<file path="config.mk">
export PLATFORM = sky130hd
export DESIGN_NAME = atcr_regs
export DESIGN_NICKNAME = d
export VERILOG_FILES = /design/src/atcr_pkg.sv /design/src/atcr_field.sv /design/src/atcr_route.sv /design/src/atcr_regs.sv
export VERILOG_INCLUDE_DIRS = /design/src
export SDC_FILE = /design/constraint.sdc
export NUM_CORES = 1
export LEC_CHECK = 0
export ABC_AREA = 1
export BUFFER_PORTS_ARGS = -buffer_cell sky130_fd_sc_hd__buf_2
export CORE_ASPECT_RATIO = 0.7
export CORE_MARGIN = 4
export CORE_UTILIZATION = 54
export CTS_CLUSTER_DIAMETER = 200
export DETAILED_ROUTE_END_ITERATION = 6
export PLACE_DENSITY = 0.93
export SYNTH_ARGS = -nofsm -noshare
export SYNTH_HDL_FRONTEND = slang
export SYNTH_HIERARCHICAL = 1
export SYNTH_SLANG_ARGS = --single-unit
</file>
<file path="constraint.sdc">
create_clock -name CLK -period 2.29 [get_ports CLK]
set_clock_uncertainty 0.1 [all_clocks]
set_input_delay 0.229 -clock CLK [delete_from_list [all_inputs] [get_ports CLK]]
set_output_delay 0.229 -clock CLK [all_outputs]
set_load 0.01 [all_outputs]
</file>
<file path="src/atcr_cfg.svh">
// Offsets, field positions, reset values and limits of the transfer control block.
`ifndef ATCR_CFG_SVH
`define ATCR_CFG_SVH

`define ATCR_OFF_XFER_CTRL 16'hff8b
`define ATCR_OFF_DRIVE_SEL 16'hff8c
`define ATCR_OFF_INT_REASON 16'hff8d
`define ATCR_OFF_ERR_REPORT 16'hff8e

`define ATCR_XC_RESET 8'h08
`define ATCR_XC_WMASK 8'h7f
`define ATCR_XC_RSVD_BIT 7
`define ATCR_XC_MODE_BIT 6
`define ATCR_XC_DMA_BIT 5
`define ATCR_XC_ULTRA_BIT 4
`define ATCR_XC_OWN_BIT 3
`define ATCR_XC_ROUTE_MSB 2
`define ATCR_XC_ROUTE_LSB 0

`define ATCR_DS_RESET 8'he0
`define ATCR_DS_WMASK 8'h10
`define ATCR_DS_ONES 8'he0
`define ATCR_DS_DRV_BIT 4

`define ATCR_IR_RESET 8'h00
`define ATCR_IR_WMASK 8'h07
`define ATCR_IR_RELEASE_BIT 2
`define ATCR_IR_IO_BIT 1
`define ATCR_IR_COD_BIT 0

`define ATCR_ER_RESET 8'h00
`define ATCR_ER_WMASK 8'hfe
`define ATCR_ER_SENSE_MSB 7
`define ATCR_ER_SENSE_LSB 4
`define ATCR_ER_MCR_BIT 3
`define ATCR_ER_ABRT_BIT 2
`define ATCR_ER_EOM_BIT 1

`define ATCR_RT_TO_HOST 3'h0
`define ATCR_RT_HOST_TO_MEM 3'h1
`define ATCR_RT_MCU_TO_MEM 3'h2
`define ATCR_RT_MEM_TO_MCU 3'h3
`define ATCR_RT_HOST_TO_MCU 3'h4
`define ATCR_RT_MCU_TO_HOST 3'h5

`define ATCR_PIO_MAX 32'h0000ffff
`define ATCR_DMA_MAX 32'hffffffff
`define ATCR_SPB_BYTES 32'h0000000c
`define ATCR_RDATA_UNMAPPED 8'h00

`endif

</file>
<file path="src/atcr_pkg.sv">
// State types of the transfer control block.
`default_nettype none
package atcr_pkg;
  typedef struct packed {
    logic [7:0] value_reg;
  } atcr_field_t;

  typedef struct packed {
    logic start_reg;
    logic [2:0] route_reg;
    logic dma_reg;
    logic multi_reg;
    logic ultra_reg;
    logic fixed_reg;
    logic use_cnt_reg;
    logic [31:0] max_reg;
  } atcr_route_st_t;

  typedef struct packed {
    logic [7:0] rdata_reg;
    logic cmd_acc_reg;
    logic int_o_reg;
    logic int_oe_reg;
  } atcr_state_t;
endpackage
`default_nettype wire

</file>
<file path="src/atcr_field.sv">
// One 8-bit control register with write mask and read-as-one bits.
`default_nettype none
module atcr_field #(
  parameter logic [7:0] RST_VAL = 8'h00,
  parameter logic [7:0] WMASK = 8'hff,
  parameter logic [7:0] ONES = 8'h00
) (
  input wire logic clk,
  input wire logic rst,
  input wire logic ce,
  input wire logic cpu_wr,
  input wire logic [7:0] cpu_wdata,
  input wire logic ext_wr,
  input wire logic [7:0] ext_wdata,
  output logic [7:0] value
);
  atcr_pkg::atcr_field_t s_reg;
  atcr_pkg::atcr_field_t s_next;

  if ((WMASK & ONES) != 8'h00) begin : g_bad_mask
    $error("atcr_field: a writable bit cannot also read as one");
  end

  // The processor write is applied last so it wins a same-cycle collision.
  always_comb begin
    s_next = s_reg;
    if (ext_wr) begin
      s_next.value_reg = (s_reg.value_reg & ~WMASK) | (ext_wdata & WMASK);
    end
    if (cpu_wr) begin
      s_next.value_reg = (s_next.value_reg & ~WMASK) | (cpu_wdata & WMASK);
    end
  end

  always_ff @(posedge clk or posedge rst) begin
    if (rst) begin
      s_reg <= '{value_reg: RST_VAL};
    end else if (ce) begin
      s_reg <= s_next;
    end
  end

  assign value = s_reg.value_reg | ONES;
endmodule
`default_nettype wire

</file>
<file path="src/atcr_route.sv">
// Transfer route decoder that launches a transfer with its byte limit.
`include "atcr_cfg.svh"
`default_nettype none
module atcr_route (
  input wire logic clk,
  input wire logic rst,
  input wire logic ce,
  input wire logic [7:0] ctrl,
  input wire logic trigger,
  output logic start,
  output logic [2:0] route,
  output logic dma,
  output logic multi,
  output logic ultra,
  output logic fixed12,
  output logic use_cnt,
  output logic [31:0] max_bytes
);
  atcr_pkg::atcr_route_st_t s_reg;
  atcr_pkg::atcr_route_st_t s_next;
  logic [2:0] code;
  logic req_dma;

  assign code = ctrl[`ATCR_XC_ROUTE_MSB:`ATCR_XC_ROUTE_LSB];
  assign req_dma = ctrl[`ATCR_XC_DMA_BIT];

  always_comb begin
    s_next = s_reg;
    s_next.start_reg = 1'b0;
    if (trigger) begin
      s_next.route_reg = code;
      s_next.multi_reg = ctrl[`ATCR_XC_MODE_BIT];
      // Ultra only takes effect with DMA and multi-word both set.
      s_next.ultra_reg = ctrl[`ATCR_XC_ULTRA_BIT] & req_dma &
                         ctrl[`ATCR_XC_MODE_BIT];
      s_next.dma_reg = req_dma;
      s_next.fixed_reg = 1'b0;
      s_next.use_cnt_reg = 1'b1;
      s_next.start_reg = 1'b1;
      case (code)
        `ATCR_RT_TO_HOST, `ATCR_RT_HOST_TO_MEM: begin
          s_next.max_reg = req_dma ? `ATCR_DMA_MAX : `ATCR_PIO_MAX;
        end
        `ATCR_RT_MCU_TO_MEM, `ATCR_RT_MEM_TO_MCU: begin
          s_next.max_reg = `ATCR_DMA_MAX;
        end
        `ATCR_RT_HOST_TO_MCU: begin
          s_next.dma_reg = 1'b0;
          s_next.ultra_reg = 1'b0;
          s_next.fixed_reg = 1'b1;
          s_next.use_cnt_reg = 1'b0;
          s_next.max_reg = `ATCR_SPB_BYTES;
        end
        `ATCR_RT_MCU_TO_HOST: begin
          s_next.fixed_reg = 1'b1;
          s_next.use_cnt_reg = 1'b0;
          s_next.max_reg = `ATCR_SPB_BYTES;
        end
        default: begin
          s_next = s_reg;
          s_next.start_reg = 1'b0;
        end
      endcase
    end
  end

  always_ff @(posedge clk or posedge rst) begin
    if (rst) begin
      s_reg <= '0;
    end else if (ce) begin
      s_reg <= s_next;
    end
  end

  assign start = s_reg.start_reg;
  assign route = s_reg.route_reg;
  assign dma = s_reg.dma_reg;
  assign multi = s_reg.multi_reg;
  assign ultra = s_reg.ultra_reg;
  assign fixed12 = s_reg.fixed_reg;
  assign use_cnt = s_reg.use_cnt_reg;
  assign max_bytes = s_reg.max_reg;
endmodule
`default_nettype wire

</file>
<file path="src/atcr_regs.sv">
// Transfer control, drive select, interrupt reason and error registers.
// Operation
// - Reset clears transfer control to zero except the own-device bit, set.
// - Transfer control bit 6 picks multi-word DMA at 1, single-word at 0.
// - Transfer control bit 5 picks a DMA transfer at 1, PIO at 0.
// - Bit 4 picks ultra DMA, which needs bits 5 and 6 set as well.
// - Bit 3 makes the drive device 1 at 1 and device 0 at 0.
// - Bits 2 to 0 choose the route between host, memory and processor.
// - Routes 000 and 001 cap PIO at 65535 bytes and auto DMA near 4.3 GB.
// - Routes 100 and 101 move 12 bytes and both skip the count; 100 is PIO only.
// - The drive is selected while drive select bit 4 equals the own bit.
// - The host interrupt pin is enabled only while the drive is selected.
// - Interrupt reason holds bus release, direction and command flags.
// - Error report holds a sense field in 7..4 and three flags in 3..1.
// - Route 101 must be chosen to send the small packet buffer to the host.
// - The interrupt pin drives only with interrupts enabled and selected.
`include "atcr_cfg.svh"
`default_nettype none
module atcr_regs (
  input wire logic CLK,
  input wire logic RST,
  input wire logic CE,
  input wire logic [15:0] ADDR,
  input wire logic [7:0] WDATA,
  input wire logic WR_EN,
  input wire logic RD_EN,
  output logic [7:0] RDATA,
  input wire logic HOST_SEL_WR,
  input wire logic [7:0] HOST_SEL_DATA,
  input wire logic HOST_INT_DISABLE,
  input wire logic HOST_INT_REQ,
  input wire logic HOST_CMD_WR,
  output logic CMD_ACCEPT,
  output logic SELECTED,
  output logic OWN_DEVICE,
  output logic HOST_INT_O,
  output logic HOST_INT_OE,
  output logic [2:0] INT_REASON,
  output logic [7:0] ERROR_REPORT,
  input wire logic XFER_TRIGGER,
  output logic XFER_START,
  output logic [2:0] XFER_ROUTE,
  output logic XFER_DMA,
  output logic XFER_MULTIWORD,
  output logic XFER_ULTRA,
  output logic XFER_FIXED12,
  output logic XFER_USE_COUNTER,
  output logic [31:0] XFER_MAX
);
  atcr_pkg::atcr_state_t s_reg;
  atcr_pkg::atcr_state_t s_next;
  logic [7:0] xfer_ctrl;
  logic [7:0] drive_sel;
  logic [7:0] int_reason;
  logic [7:0] err_report;
  logic wr_ctrl;
  logic wr_sel;
  logic wr_reason;
  logic wr_err;
  logic selected;

  // Strobes are honoured only in enabled cycles, so a frozen block misses them
  // silently: the source must hold a strobe until CE is high.
  assign wr_ctrl = WR_EN && ADDR == `ATCR_OFF_XFER_CTRL;
  assign wr_sel = WR_EN && ADDR == `ATCR_OFF_DRIVE_SEL;
  assign wr_reason = WR_EN && ADDR == `ATCR_OFF_INT_REASON;
  assign wr_err = WR_EN && ADDR == `ATCR_OFF_ERR_REPORT;

  atcr_field #(
    .RST_VAL(`ATCR_XC_RESET),
    .WMASK(`ATCR_XC_WMASK),
    .ONES(8'h00)
  ) u_xfer_ctrl (
    .clk(CLK),
    .rst(RST),
    .ce(CE),
    .cpu_wr(wr_ctrl),
    .cpu_wdata(WDATA),
    .ext_wr(1'b0),
    .ext_wdata(8'h00),
    .value(xfer_ctrl)
  );

  atcr_field #(
    .RST_VAL(`ATCR_DS_RESET),
    .WMASK(`ATCR_DS_WMASK),
    .ONES(`ATCR_DS_ONES)
  ) u_drive_sel (
    .clk(CLK),
    .rst(RST),
    .ce(CE),
    .cpu_wr(wr_sel),
    .cpu_wdata(WDATA),
    .ext_wr(HOST_SEL_WR),
    .ext_wdata(HOST_SEL_DATA),
    .value(drive_sel)
  );

  atcr_field #(
    .RST_VAL(`ATCR_IR_RESET),
    .WMASK(`ATCR_IR_WMASK),
    .ONES(8'h00)
  ) u_int_reason (
    .clk(CLK),
    .rst(RST),
    .ce(CE),
    .cpu_wr(wr_reason),
    .cpu_wdata(WDATA),
    .ext_wr(1'b0),
    .ext_wdata(8'h00),
    .value(int_reason)
  );

  atcr_field #(
    .RST_VAL(`ATCR_ER_RESET),
    .WMASK(`ATCR_ER_WMASK),
    .ONES(8'h00)
  ) u_err_report (
    .clk(CLK),
    .rst(RST),
    .ce(CE),
    .cpu_wr(wr_err),
    .cpu_wdata(WDATA),
    .ext_wr(1'b0),
    .ext_wdata(8'h00),
    .value(err_report)
  );

  atcr_route u_route (
    .clk(CLK),
    .rst(RST),
    .ce(CE),
    .ctrl(xfer_ctrl),
    .trigger(XFER_TRIGGER),
    .start(XFER_START),
    .route(XFER_ROUTE),
    .dma(XFER_DMA),
    .multi(XFER_MULTIWORD),
    .ultra(XFER_ULTRA),
    .fixed12(XFER_FIXED12),
    .use_cnt(XFER_USE_COUNTER),
    .max_bytes(XFER_MAX)
  );

  // The own bit is never assumed by firmware, but a reset value of one keeps
  // the drive off a master-only bus until firmware configures it.
  assign selected = drive_sel[`ATCR_DS_DRV_BIT] ==
                    xfer_ctrl[`ATCR_XC_OWN_BIT];

  always_comb begin
    s_next = s_reg;
    s_next.rdata_reg = `ATCR_RDATA_UNMAPPED;
    if (RD_EN) begin
      case (ADDR)
        `ATCR_OFF_XFER_CTRL: s_next.rdata_reg = xfer_ctrl;
        `ATCR_OFF_DRIVE_SEL: s_next.rdata_reg = drive_sel;
        `ATCR_OFF_INT_REASON: s_next.rdata_reg = int_reason;
        `ATCR_OFF_ERR_REPORT: s_next.rdata_reg = err_report;
        default: s_next.rdata_reg = `ATCR_RDATA_UNMAPPED;
      endcase
    end else begin
      s_next.rdata_reg = s_reg.rdata_reg;
    end
    s_next.cmd_acc_reg = HOST_CMD_WR && selected;
    s_next.int_oe_reg = !HOST_INT_DISABLE && selected;
    s_next.int_o_reg = HOST_INT_REQ && !HOST_INT_DISABLE && selected;
  end

  always_ff @(posedge CLK or posedge RST) begin
    if (RST) begin
      s_reg <= '0;
    end else if (CE) begin
      s_reg <= s_next;
    end
  end

  assign RDATA = s_reg.rdata_reg;
  assign CMD_ACCEPT = s_reg.cmd_acc_reg;
  assign HOST_INT_OE = s_reg.int_oe_reg;
  assign HOST_INT_O = s_reg.int_o_reg;
  assign SELECTED = selected;
  assign OWN_DEVICE = xfer_ctrl[`ATCR_XC_OWN_BIT];
  assign INT_REASON = int_reason[`ATCR_IR_RELEASE_BIT:`ATCR_IR_COD_BIT];
  assign ERROR_REPORT = err_report;
endmodule
`default_nettype wire

</file>
-- Word-level counts from Yosys, hierarchy flattened
Index checks and enable logic that the tools add are counted.
- register bits: 84
- logic and storage cells: 74
- output and inout bits: 65
- bitwise logic cells: 7
- equal/unequal tests: 10
- reduce and logical (&&, ||, !) cells: 29
- mux-type cells: 11
- operator list (operator ; number):
    $pmux 32 s3 ; 1
    $eq 16x16->1 const B ; 4
    $mux 41 ; 1
    $mux 32 ; 1
    $pmux 8 s4 ; 1
    $mux 8 ; 2
    $or 8x5->8 ; 2
    $reduce_and 3->1 ; 4
    $reduce_and 2->1 ; 5
    $logic_and 1x1->1 ; 8
    $or 1x8->8 ; 1
    $or 8x3->8 ; 1
    $or 8x7->8 ; 1
    $eq 3x2->1 const B ; 2
    $eq 3x3->1 const B ; 2
    $reduce_bool 2->1 ; 3
    $reduce_or 2->1 ; 3
    $reduce_or 6->1 ; 1
    $reduce_or 5->1 ; 1
    $mux 4 ; 1
    $pmux 1 s2 ; 2
    $pmux 2 s2 ; 1
    $reduce_or 4->1 ; 1
    $eq 3x1->1 const B ; 1
    other kinds (6) ; 7

-- Longest topological paths before layout
Gate-level depths: netlist of the first run.
- depth after elaboration: 4
- gate-level depth with buffers: 13

-- By module
Netlist of the first run, hierarchy kept.
- by module, submodules not included (module ; seq. area each (sq um) ; times used ; cells an instance ; area each (sq um)):
    atcr_regs ; 275.3 ; 1 ; 138 ; 934.6
    atcr_route ; 300.3 ; 1 ; 88 ; 779.5
    atcr_field (u_xfer_ctrl) ; 176.4 ; 1 ; 59 ; 405.4
    atcr_field (u_err_report) ; 175.2 ; 1 ; 59 ; 404.1
    atcr_field (u_int_reason) ; 75.1 ; 1 ; 33 ; 219.0
    atcr_field (u_drive_sel) ; 25.0 ; 1 ; 21 ; 130.1

-- Worst setup path before layout of the first run
No wires, ideal clock.
- kind: input port to flip-flop
- start: input ADDR[15]
- end: register u_err_report.s_reg, in the netlist u_err_report/value[1]
- path slack: 0.801 ns
- library setup time: 0.065 ns
- arrival: 1.324 ns
- stages on the path: 12
- path buffers: 2
- data required time: 2.125 ns
- path through: nand2_1 -> inv_2 -> nand2_4 -> nor2_8 -> buf_6 -> nand2_1 -> nor2_1 -> buf_6 -> nor2_2 -> nor2_2 -> nand2_1 -> nand2_1
- word-level cells in the longest chain between the ends: 3
- ends and longest elaborated chain (item ; line ; RTL):
    start: declaration ; atcr_regs.sv:23 ; input wire logic [15:0] ADDR,
    $eq 16x16->1 ; n/a ;
    $logic_and 1x1->1 (no line) ; n/a ;
    named net wr_err ; atcr_regs.sv:59 ; logic wr_err;
    $reduce_and 2->1 (no line) ; n/a ;
    end signal: assignment ; atcr_field.sv:37 ; s_reg <= '{value_reg: RST_VAL};
    end signal: assignment ; atcr_field.sv:39 ; s_reg <= s_next;
    end: declaration ; atcr_field.sv:17 ; atcr_pkg::atcr_field_t s_reg;
The timed path passes the listed nets, and every way through them passes these cells.
A chain may end at the register's enable or synchronous reset.

-- Worst setup path after layout of the first run
- start: register u_xfer_ctrl.s_reg, in the netlist u_xfer_ctrl/value[3]
- end: output SELECTED
- word-level cells in the longest chain between the ends: 1
- ends and longest elaborated chain (item ; line ; RTL):
    start: declaration ; atcr_field.sv:17 ;
    start signal: assignment ; atcr_field.sv:37 ;
    start signal: assignment ; atcr_field.sv:39 ;
    $eq 1x1->1 ; atcr_regs.sv:147 ; assign selected = drive_sel[`ATCR_DS_DRV_BIT] ==
    end: declaration ; atcr_regs.sv:34 ; output logic SELECTED,
No other way between the ends.

==> impl_summary.log, run 1 <==
INFO  metric synth.distinct_cells = 26
INFO  metric synthesis.area = 2870 sq um
INFO  metric critPathCaptureType = output pin
INFO  metric tritoncts_clock_tree = yes
INFO  metric drcViolationCount = 0
INFO  metric final_core_utilization = 66.2%
INFO  metric area_inside_the_core_boundary = 4970 sq um
INFO  metric power.combinational.fraction = 25.3%
INFO  metric synth.area.top_cells = sky130_fd_sc_hd__dfrtp_1 35%, sky130_fd_sc_hd__nand2_1 20%, sky130_fd_sc_hd__buf_4 12%
INFO  metric layout-drive-gt1-share = 28.4%
INFO  metric path_clk_slew = 70 ps
INFO  metric fin_crit_sh = 69.8%
INFO  metric fillerInstances = 413
INFO  metric antenna_found_initial = 0
INFO  metric largest_reg_flops = 8
INFO  metric synth_enable_flop_cells = 0
INFO  metric antenna_cells = 0
INFO  metric switching_share = 32.8%
INFO  metric tritoncts.num_buffers = 5
INFO  metric maximum_clock_rate = 626 MHz
INFO  metric drt.antenna.violating_nets = 0
INFO  metric grt.overflow.total = 0
INFO  metric first_global_vias = 2426
INFO  metric row_count = 21
INFO  metric detailedRoute.firstIterationViolations = 168
INFO  metric setup.worst_path.class = register to output pin
INFO  metric totalNegativeSetupSlack = 0 ps
INFO  metric holdPathEnd = HOST_INT_O$_DFFE_PP0P_
INFO  metric clkPwrFrac = 27.0%
INFO  metric drv_slew = 0
INFO  metric clkSinkCount = 41
INFO  metric hpwl = 5270 um
INFO  metric power_density = 550 nW/um^2
INFO  metric outcome = complete, no violations
INFO  metric yosys_register_bits = 41
INFO  metric timing_hold_violations_final = 0
INFO  metric synth_top_area_share = 34.8%
INFO  metric ys.warnings.count = 6
INFO  metric route.vias.total = 2571
INFO  metric wl = 6440 um
INFO  metric port_buffers = 98
INFO  metric sequentialPowerShare = 47.7%
INFO  metric die_h = 69.0 um
INFO  metric r2r_setup_slack = 880 ps
INFO  metric worst_path_fanout_max = 4
INFO  metric ys_dominant_reg_cell = sky130_fd_sc_hd__dfrtp_1
INFO  metric routedWlPerCell = 11.5 um
INFO  metric internal_power = 0.00121 W
INFO  metric peakVddDrop = 0.242 mV
INFO  metric grt_setup_unrepaired = false
INFO  metric worstSetupStartpointType = register
INFO  metric gp_routability_congestion = 0.927
INFO  metric cts_resized = 0
INFO  metric post-layout-total-power = 0.00181 W
INFO  metric avg_synthesized_cell_area = 7.22 sq um
INFO  metric die_width = 95.2 um
INFO  metric nets = 533
INFO  metric switchingPower = 0.000593 W
INFO  metric async_reset_ff_share = 100%
INFO  metric cap_violations = 0
INFO  metric synth_seq_area_share = 35.8%
INFO  metric clock_tree.htree_level_count = 2
INFO  metric holdCritStartpoint = HOST_INT_REQ
INFO  metric power.leakage = 2.07 nW
INFO  metric synth_top_cell_by_area = sky130_fd_sc_hd__dfrtp_1
INFO  metric grt_first_pass_wirelength = 11000 um
INFO  metric hold_path_depth = 3
INFO  metric syn2layout_area_growth = 14.5%
INFO  metric crit_required = 1960 ps
INFO  metric cp.arrival = 1270 ps
INFO  metric netlist_instances = 398
INFO  metric timing.final.setup_violations = 0
INFO  metric reg2reg_from = u_xfer_ctrl/value[2]$_DFFE_PP0P_
INFO  metric min_period = 1600 ps
INFO  metric insertion_delay = 300 ps
INFO  metric drtPass1Iterations = 4
INFO  metric initial_utilization = 57.8%
INFO  metric die-area = 6570 sq um
INFO  metric reg2reg_depth = 4
INFO  metric ports = 107
INFO  metric grt_start_max_net_pins = 23
INFO  metric grt_use_total = 20.9%
INFO  metric post_drt_via_cell_ratio = 4.61
INFO  metric clock_path_buffers = 2
INFO  metric clk_root_buffer_cell = sky130_fd_sc_hd__clkbuf_8
INFO  metric r2r_end = u_route/multi$_DFFE_PP0P_
INFO  metric worst_hold_path_type = input port to register
## layout by cell type, fill, tap and decap left out
cell type,instances
sky130_fd_sc_hd__o21ai_0,5
sky130_fd_sc_hd__dlygate4sd3_1,1
sky130_fd_sc_hd__dfstp_2,1
sky130_fd_sc_hd__o21ai_1,10
sky130_fd_sc_hd__nor2_2,7
sky130_fd_sc_hd__o21ai_2,5
sky130_fd_sc_hd__nand4_2,1
sky130_fd_sc_hd__clkinv_2,1
sky130_fd_sc_hd__nand3b_1,1
sky130_fd_sc_hd__nor2_4,5
sky130_fd_sc_hd__clkinv_4,1
sky130_fd_sc_hd__conb_1,38
sky130_fd_sc_hd__ha_1,3
sky130_fd_sc_hd__inv_2,3
sky130_fd_sc_hd__nand3_1,53
sky130_fd_sc_hd__inv_1,31
sky130_fd_sc_hd__nand2_2,1
sky130_fd_sc_hd__buf_2,98
sky130_fd_sc_hd__o22ai_1,1
sky130_fd_sc_hd__nand3b_4,1
sky130_fd_sc_hd__nand2_4,3
sky130_fd_sc_hd__xnor2_1,1
sky130_fd_sc_hd__nor2_8,2
sky130_fd_sc_hd__or2_2,1
sky130_fd_sc_hd__dfrtp_1,40
sky130_fd_sc_hd__nand2_1,154
sky130_fd_sc_hd__clkbuf_8,6
sky130_fd_sc_hd__buf_4,3
sky130_fd_sc_hd__nor2_1,12
## synthesized netlist by cell type (all sizes together), types with 2 or more instances
cell / count
buf: 51
conb: 6
dfrtp: 40
ha: 3
inv: 34
nand2: 158
nand3: 53
nand3b: 2
nor2: 26
o21ai: 20
## worst max path at each step
stage | start | endpoint | slack, ps | depth (start not counted)
after floorplan | ADDR[15] | u_err_report/value[1]$_DFFE_PP0P_ | 800 | 12
after global placement | ADDR[5] | u_int_reason/value[0]$_DFFE_PP0P_ | 570 | 10
after detailed placement | ADDR[5] | u_int_reason/value[2]$_DFFE_PP0P_ | 520 | 10
after CTS | u_xfer_ctrl/value[3]$_DFFE_PP1P_ | SELECTED | 700 | 2
after global routing | u_xfer_ctrl/value[3]$_DFFE_PP1P_ | SELECTED | 640 | 2
final | u_xfer_ctrl/value[3]$_DFFE_PP1P_ | SELECTED | 690 | 2
## timing repair
item	in CTS	in global routing
setup buffers	0	0
hold endpoints to repair	40	0
hold buffers	1	0
## per-stage QoR
step | cells | instance area [sq um] | worst slack (ps) | hold slack [ps]
2_1_floorplan | 430 | 2990 | 801 | -142
3_3_place_gp | 549 | 3180 | 572 | 30.5
3_5_place_dp | 549 | 3180 | 522 | 36.7
4_1_cts | 558 | 3290 | 697 | 67.2
5_1_grt | 558 | 3290 | 643 | 81.6
6_report | 558 | 3290 | 692 | 71.2
## routing by layer
| metal | wire [um] | part of all wire, % | track usage (%) |
|---|---|---|---|
| met2 | 3010 | 47 | 33.4 |
| met4 | 91 | 1.4 | 6.56 |
| met1 | 2790 | 43 | 27.9 |
| met5 | 0 | 0 | 0 |
| met3 | 545 | 8.5 | 4.67 |
## critical path, cell delays in order, from the launching register on
cell and delay [ps]:
sky130_fd_sc_hd__dfstp_2 590, sky130_fd_sc_hd__xnor2_1 190, sky130_fd_sc_hd__buf_2 190
## cells by family after synthesis
group                      share of synthesized area, %
and+or+nand+nor                                    38.8
buffers and inverters                              18.7
DFF                                                35.8
AOI/OAI and AO/OA                                  4.36
other                                             0.784
adders and majority gates                          1.31
xor gates and xnor gates                          0.305
## power by group through the flow
| stage | Combinational, W | Clock, W | Sequential (W) |
|---|---|---|---|
| 2_1_floorplan | 0.000356 | 0 | 0.000891 |
| 3_3_place_gp | 0.000441 | 0 | 0.000871 |
| 3_5_place_dp | 0.000456 | 0 | 0.000876 |
| 4_1_cts | 0.000460 | 0.000501 | 0.000862 |
| 5_1_grt | 0.000510 | 0.000534 | 0.000876 |
| 6_report | 0.000457 | 0.000488 | 0.000862 |
## layout make-up
class	instances	area (sq um)	share of cell area, %
clock buffer	6	82.6	2.51
clock inverter	2	13.8	0.418
inverter	34	128	3.88
multi-input combinational	304	1430	43.4
sequential	41	1030	31.2
tap	69	86.3	2.62
timing repair buffer	102	523	15.9
No activity file was read; power rests on OpenSTA's default activity.
==> inputs of run 2 (changes only) <==
- CORE_UTILIZATION: 54 -> 45
- PLACE_DENSITY: 0.93 -> 0.84
- clock period: 2.29 -> 1.3 ns (I/O delays scaled with it)
==> run 2 against run 1 <==
Non-clock buffer count is 16 higher. Utilization is 9.4 points lower. Combinational power is 98% higher. Global-route usage is 2.5 points lower. The flow now finishes with violations (negative setup slack). Clock power is 75% higher. Critical path depth stayed put. Critical path type unchanged. Die area is 18% higher.
==> impl_summary.log, run 2 (same netlist as run 1, synthesis figures left out) <==
INFO  metric sequentialPowerShare = 46.3% (was 47.7%)
INFO  metric clock_path_buffers = 2 (unchanged)
INFO  metric drt.antenna.violating_nets = 0 (unchanged)
INFO  metric switchingPower = 0.00107 W (was 0.000593 W)
INFO  metric grt.overflow.total = 0 (unchanged)
INFO  metric timing.final.setup_violations = 1 (was 0)
INFO  metric cp.arrival = 1130 ps (was 1270 ps)
INFO  metric grt_use_total = 18.4% (was 20.9%)
INFO  metric die-area = 7750 sq um (was 6570 sq um)
INFO  metric row_count = 24 (was 21)
INFO  metric worst_path_fanout_max = 2 (was 4)
INFO  metric hold_path_depth = 3 (unchanged)
INFO  metric fin_ws = -57.1 ps (was 692 ps)
INFO  metric maximum_clock_rate = 737 MHz
INFO  metric layoutNonFillerInstCount = 584 (was 558)
INFO  metric die_width = 103 um (was 95.2 um)
INFO  metric nets = 550 (was 533)
INFO  metric path_clk_slew = 70 ps (about the same)
INFO  metric wl = 6790 um (was 6440 um)
INFO  metric peakVddDrop = 0.497 mV (was 0.242 mV)
INFO  metric detailedRoute.firstIterationViolations = 166 (was 168)
INFO  metric holdPathEnd = CMD_ACCEPT$_DFFE_PP0P_ (was HOST_INT_O$_DFFE_PP0P_)
INFO  metric die_h = 74.9 um (was 69.0 um)
INFO  metric power_density = 926 nW/um^2 (was 550 nW/um^2)
INFO  metric holdCritStartpoint = HOST_CMD_WR (was HOST_INT_REQ)
INFO  metric violations = negative setup slack
INFO  metric mostFrequentLayoutCells = 152 x sky130_fd_sc_hd__nand2_1, 97 x sky130_fd_sc_hd__buf_2, 53 x sky130_fd_sc_hd__nand3_1 (was 154 x sky130_fd_sc_hd__nand2_1, 98 x sky130_fd_sc_hd__buf_2, 53 x sky130_fd_sc_hd__nand3_1)
INFO  metric antenna_cells = 0 (unchanged)
INFO  metric first_global_vias = 2486 (was 2426)
INFO  metric layout_commonest_cell = sky130_fd_sc_hd__nand2_1 (unchanged)
INFO  metric minimum_setup_slack_after_placement = -254 ps (was 522 ps)
INFO  metric clkPwrFrac = 26.0% (was 27.0%)
INFO  metric grt_setup_unrepaired = true (was false)
INFO  metric totalNegativeSetupSlack = -57.1 ps (was 0 ps)
INFO  metric tritoncts_clock_tree = yes (unchanged)
INFO  metric fin_crit_sh = 104%
INFO  metric insertion_delay = 290 ps (was 300 ps)
INFO  metric antenna_found_initial = 0 (unchanged)
INFO  metric fillerInstances = 574 (was 413)
INFO  metric min_period = 1360 ps
INFO  metric route.vias.total = 2636 (was 2571)
INFO  metric worstSetupStartpointType = register (unchanged)
INFO  metric switching_share = 32.6% (was 32.8%)
INFO  metric r2r_end = HOST_INT_O$_DFFE_PP0P_ (was u_route/multi$_DFFE_PP0P_)
INFO  metric final_core_utilization = 56.8% (was 66.2%)
INFO  metric tritoncts.num_buffers = 5 (unchanged)
INFO  metric setup.worst_path.class = register to output pin (unchanged)
INFO  metric gp_routability_congestion = 0.903 (was 0.927)
INFO  metric area_inside_the_core_boundary = 6220 sq um (was 4970 sq um)
INFO  metric clk_root_buffer_cell = sky130_fd_sc_hd__clkbuf_8 (unchanged)
INFO  metric post-route-cell-area = 3530 sq um (was 3290 sq um)
INFO  metric drtPass1Iterations = 4 (unchanged)
INFO  metric worst_setup_path_startpoint = u_xfer_ctrl/value[3]$_DFFE_PP1P_ (unchanged)
INFO  metric clkSinkCount = 41 (unchanged)
INFO  metric power.combinational.fraction = 27.7% (was 25.3%)
INFO  metric post_drt_via_cell_ratio = 4.51 (was 4.61)
INFO  metric ports = 107 (unchanged)
INFO  metric outcome = complete, but fails checks (was complete, no violations)
INFO  metric clock_tree.htree_level_count = 2 (unchanged)
INFO  metric post-place-cells = 569 (was 549)
INFO  metric drcViolationCount = 0 (unchanged)
INFO  metric reg2reg_depth = 4 (unchanged)
INFO  metric cap_violations = 0 (unchanged)
INFO  metric reg2reg_from = u_xfer_ctrl/value[3]$_DFFE_PP1P_ (was u_xfer_ctrl/value[2]$_DFFE_PP0P_)
INFO  metric critPathCaptureType = output pin (unchanged)
INFO  metric port_buffers = 98 (unchanged)
INFO  metric syn2layout_area_growth = 23.0% (was 14.5%)
INFO  metric routedWlPerCell = 11.6 um (was 11.5 um)
INFO  metric r2r_setup_slack = 40 ps (was 880 ps)
INFO  metric largest_reg_flops = 8 (unchanged)
INFO  metric power.leakage = 2.18 nW (was 2.07 nW)
INFO  metric drv_slew = 0 (unchanged)
INFO  metric grt_first_pass_wirelength = 11300 um (was 11000 um)
INFO  metric initial_utilization = 46.2% (was 57.8%)
INFO  metric dpl_cell_area = 3330 sq um (was 3180 sq um)
INFO  metric timing_hold_violations_final = 0 (unchanged)
INFO  metric grt_start_max_net_pins = 18 (was 23)
INFO  metric internal_power = 0.00221 W (was 0.00121 W)
INFO  metric worst_hold_path_type = input port to register (unchanged)
INFO  metric hpwl = 5400 um (was 5270 um)
INFO  metric crit_required = 1070 ps (was 1960 ps)
INFO  metric layout-drive-gt1-share = 33.2% (was 28.4%)
==> run 2: through the flow <==
step                      total power (W)  hold slack [ps]
after floorplan                   0.00221             -241
after detailed placement          0.00238            -54.8
after global placement            0.00236            -53.4
after CTS                         0.00327             2.92
final                             0.00327             5.79
after global routing              0.00351             35.6
==> run 2: worst max-delay path by stage <==
| stage | endpoint | slack [ps] | depth (start not counted) |
|---|---|---|---|
| final | SELECTED | -60 | 2 |
| after global routing | SELECTED | -110 | 2 |
| after CTS | SELECTED | -70 | 2 |
| after floorplan | u_err_report/value[3]$_DFFE_PP0P_ | -10 | 12 |
| after detailed placement | u_int_reason/value[2]$_DFFE_PP0P_ | -250 | 10 |
| after global placement | u_int_reason/value[1]$_DFFE_PP0P_ | -210 | 11 |
==> run 2: metal layers <==
layer	vias to the layer above	global-route usage [%]	wire, um
li1	1372	-	-
met5	-	0	0
met3	6	2.96	431
met2	85	31.1	3150
met4	0	4.45	52
met1	1173	24.9	3160
==> run 2: power groups by stage <==
stage	Combinational (W)	Clock [W]	Sequential, W
2_1_floorplan	0.000638	0	0.00157
3_3_place_gp	0.000830	0	0.00153
3_5_place_dp	0.000845	0	0.00154
4_1_cts	0.000886	0.000874	0.00151
5_1_grt	0.00102	0.000953	0.00154
6_report	0.000906	0.000852	0.00152
==> run 2: cell type report <==
class	instances	area (sq um)	area share, %
timing repair buffer	118	652	18.4
multi-input combinational	305	1530	43.2
sequential	41	1030	29.1
inverter	34	130	3.68
clock buffer	6	82.6	2.34
clock inverter	2	13.8	0.390
tap	78	97.6	2.76
==> run 2: timing repair <==
item / CTS / global route
hold buffers: 1 / 1
pin swaps: 1 / 4
hold endpoints to repair: 41 / 1
resized for setup: 5 / 6
endpoints found under the setup margin: 6 / 31
cloned: 1 / 0
buffers inserted: 2 / 2
==> run 2: worst max-delay path, cell delays in order, from the launching register on <==
cell	delay, ps
sky130_fd_sc_hd__dfstp_2	550
sky130_fd_sc_hd__xnor2_2	130
sky130_fd_sc_hd__buf_2	170
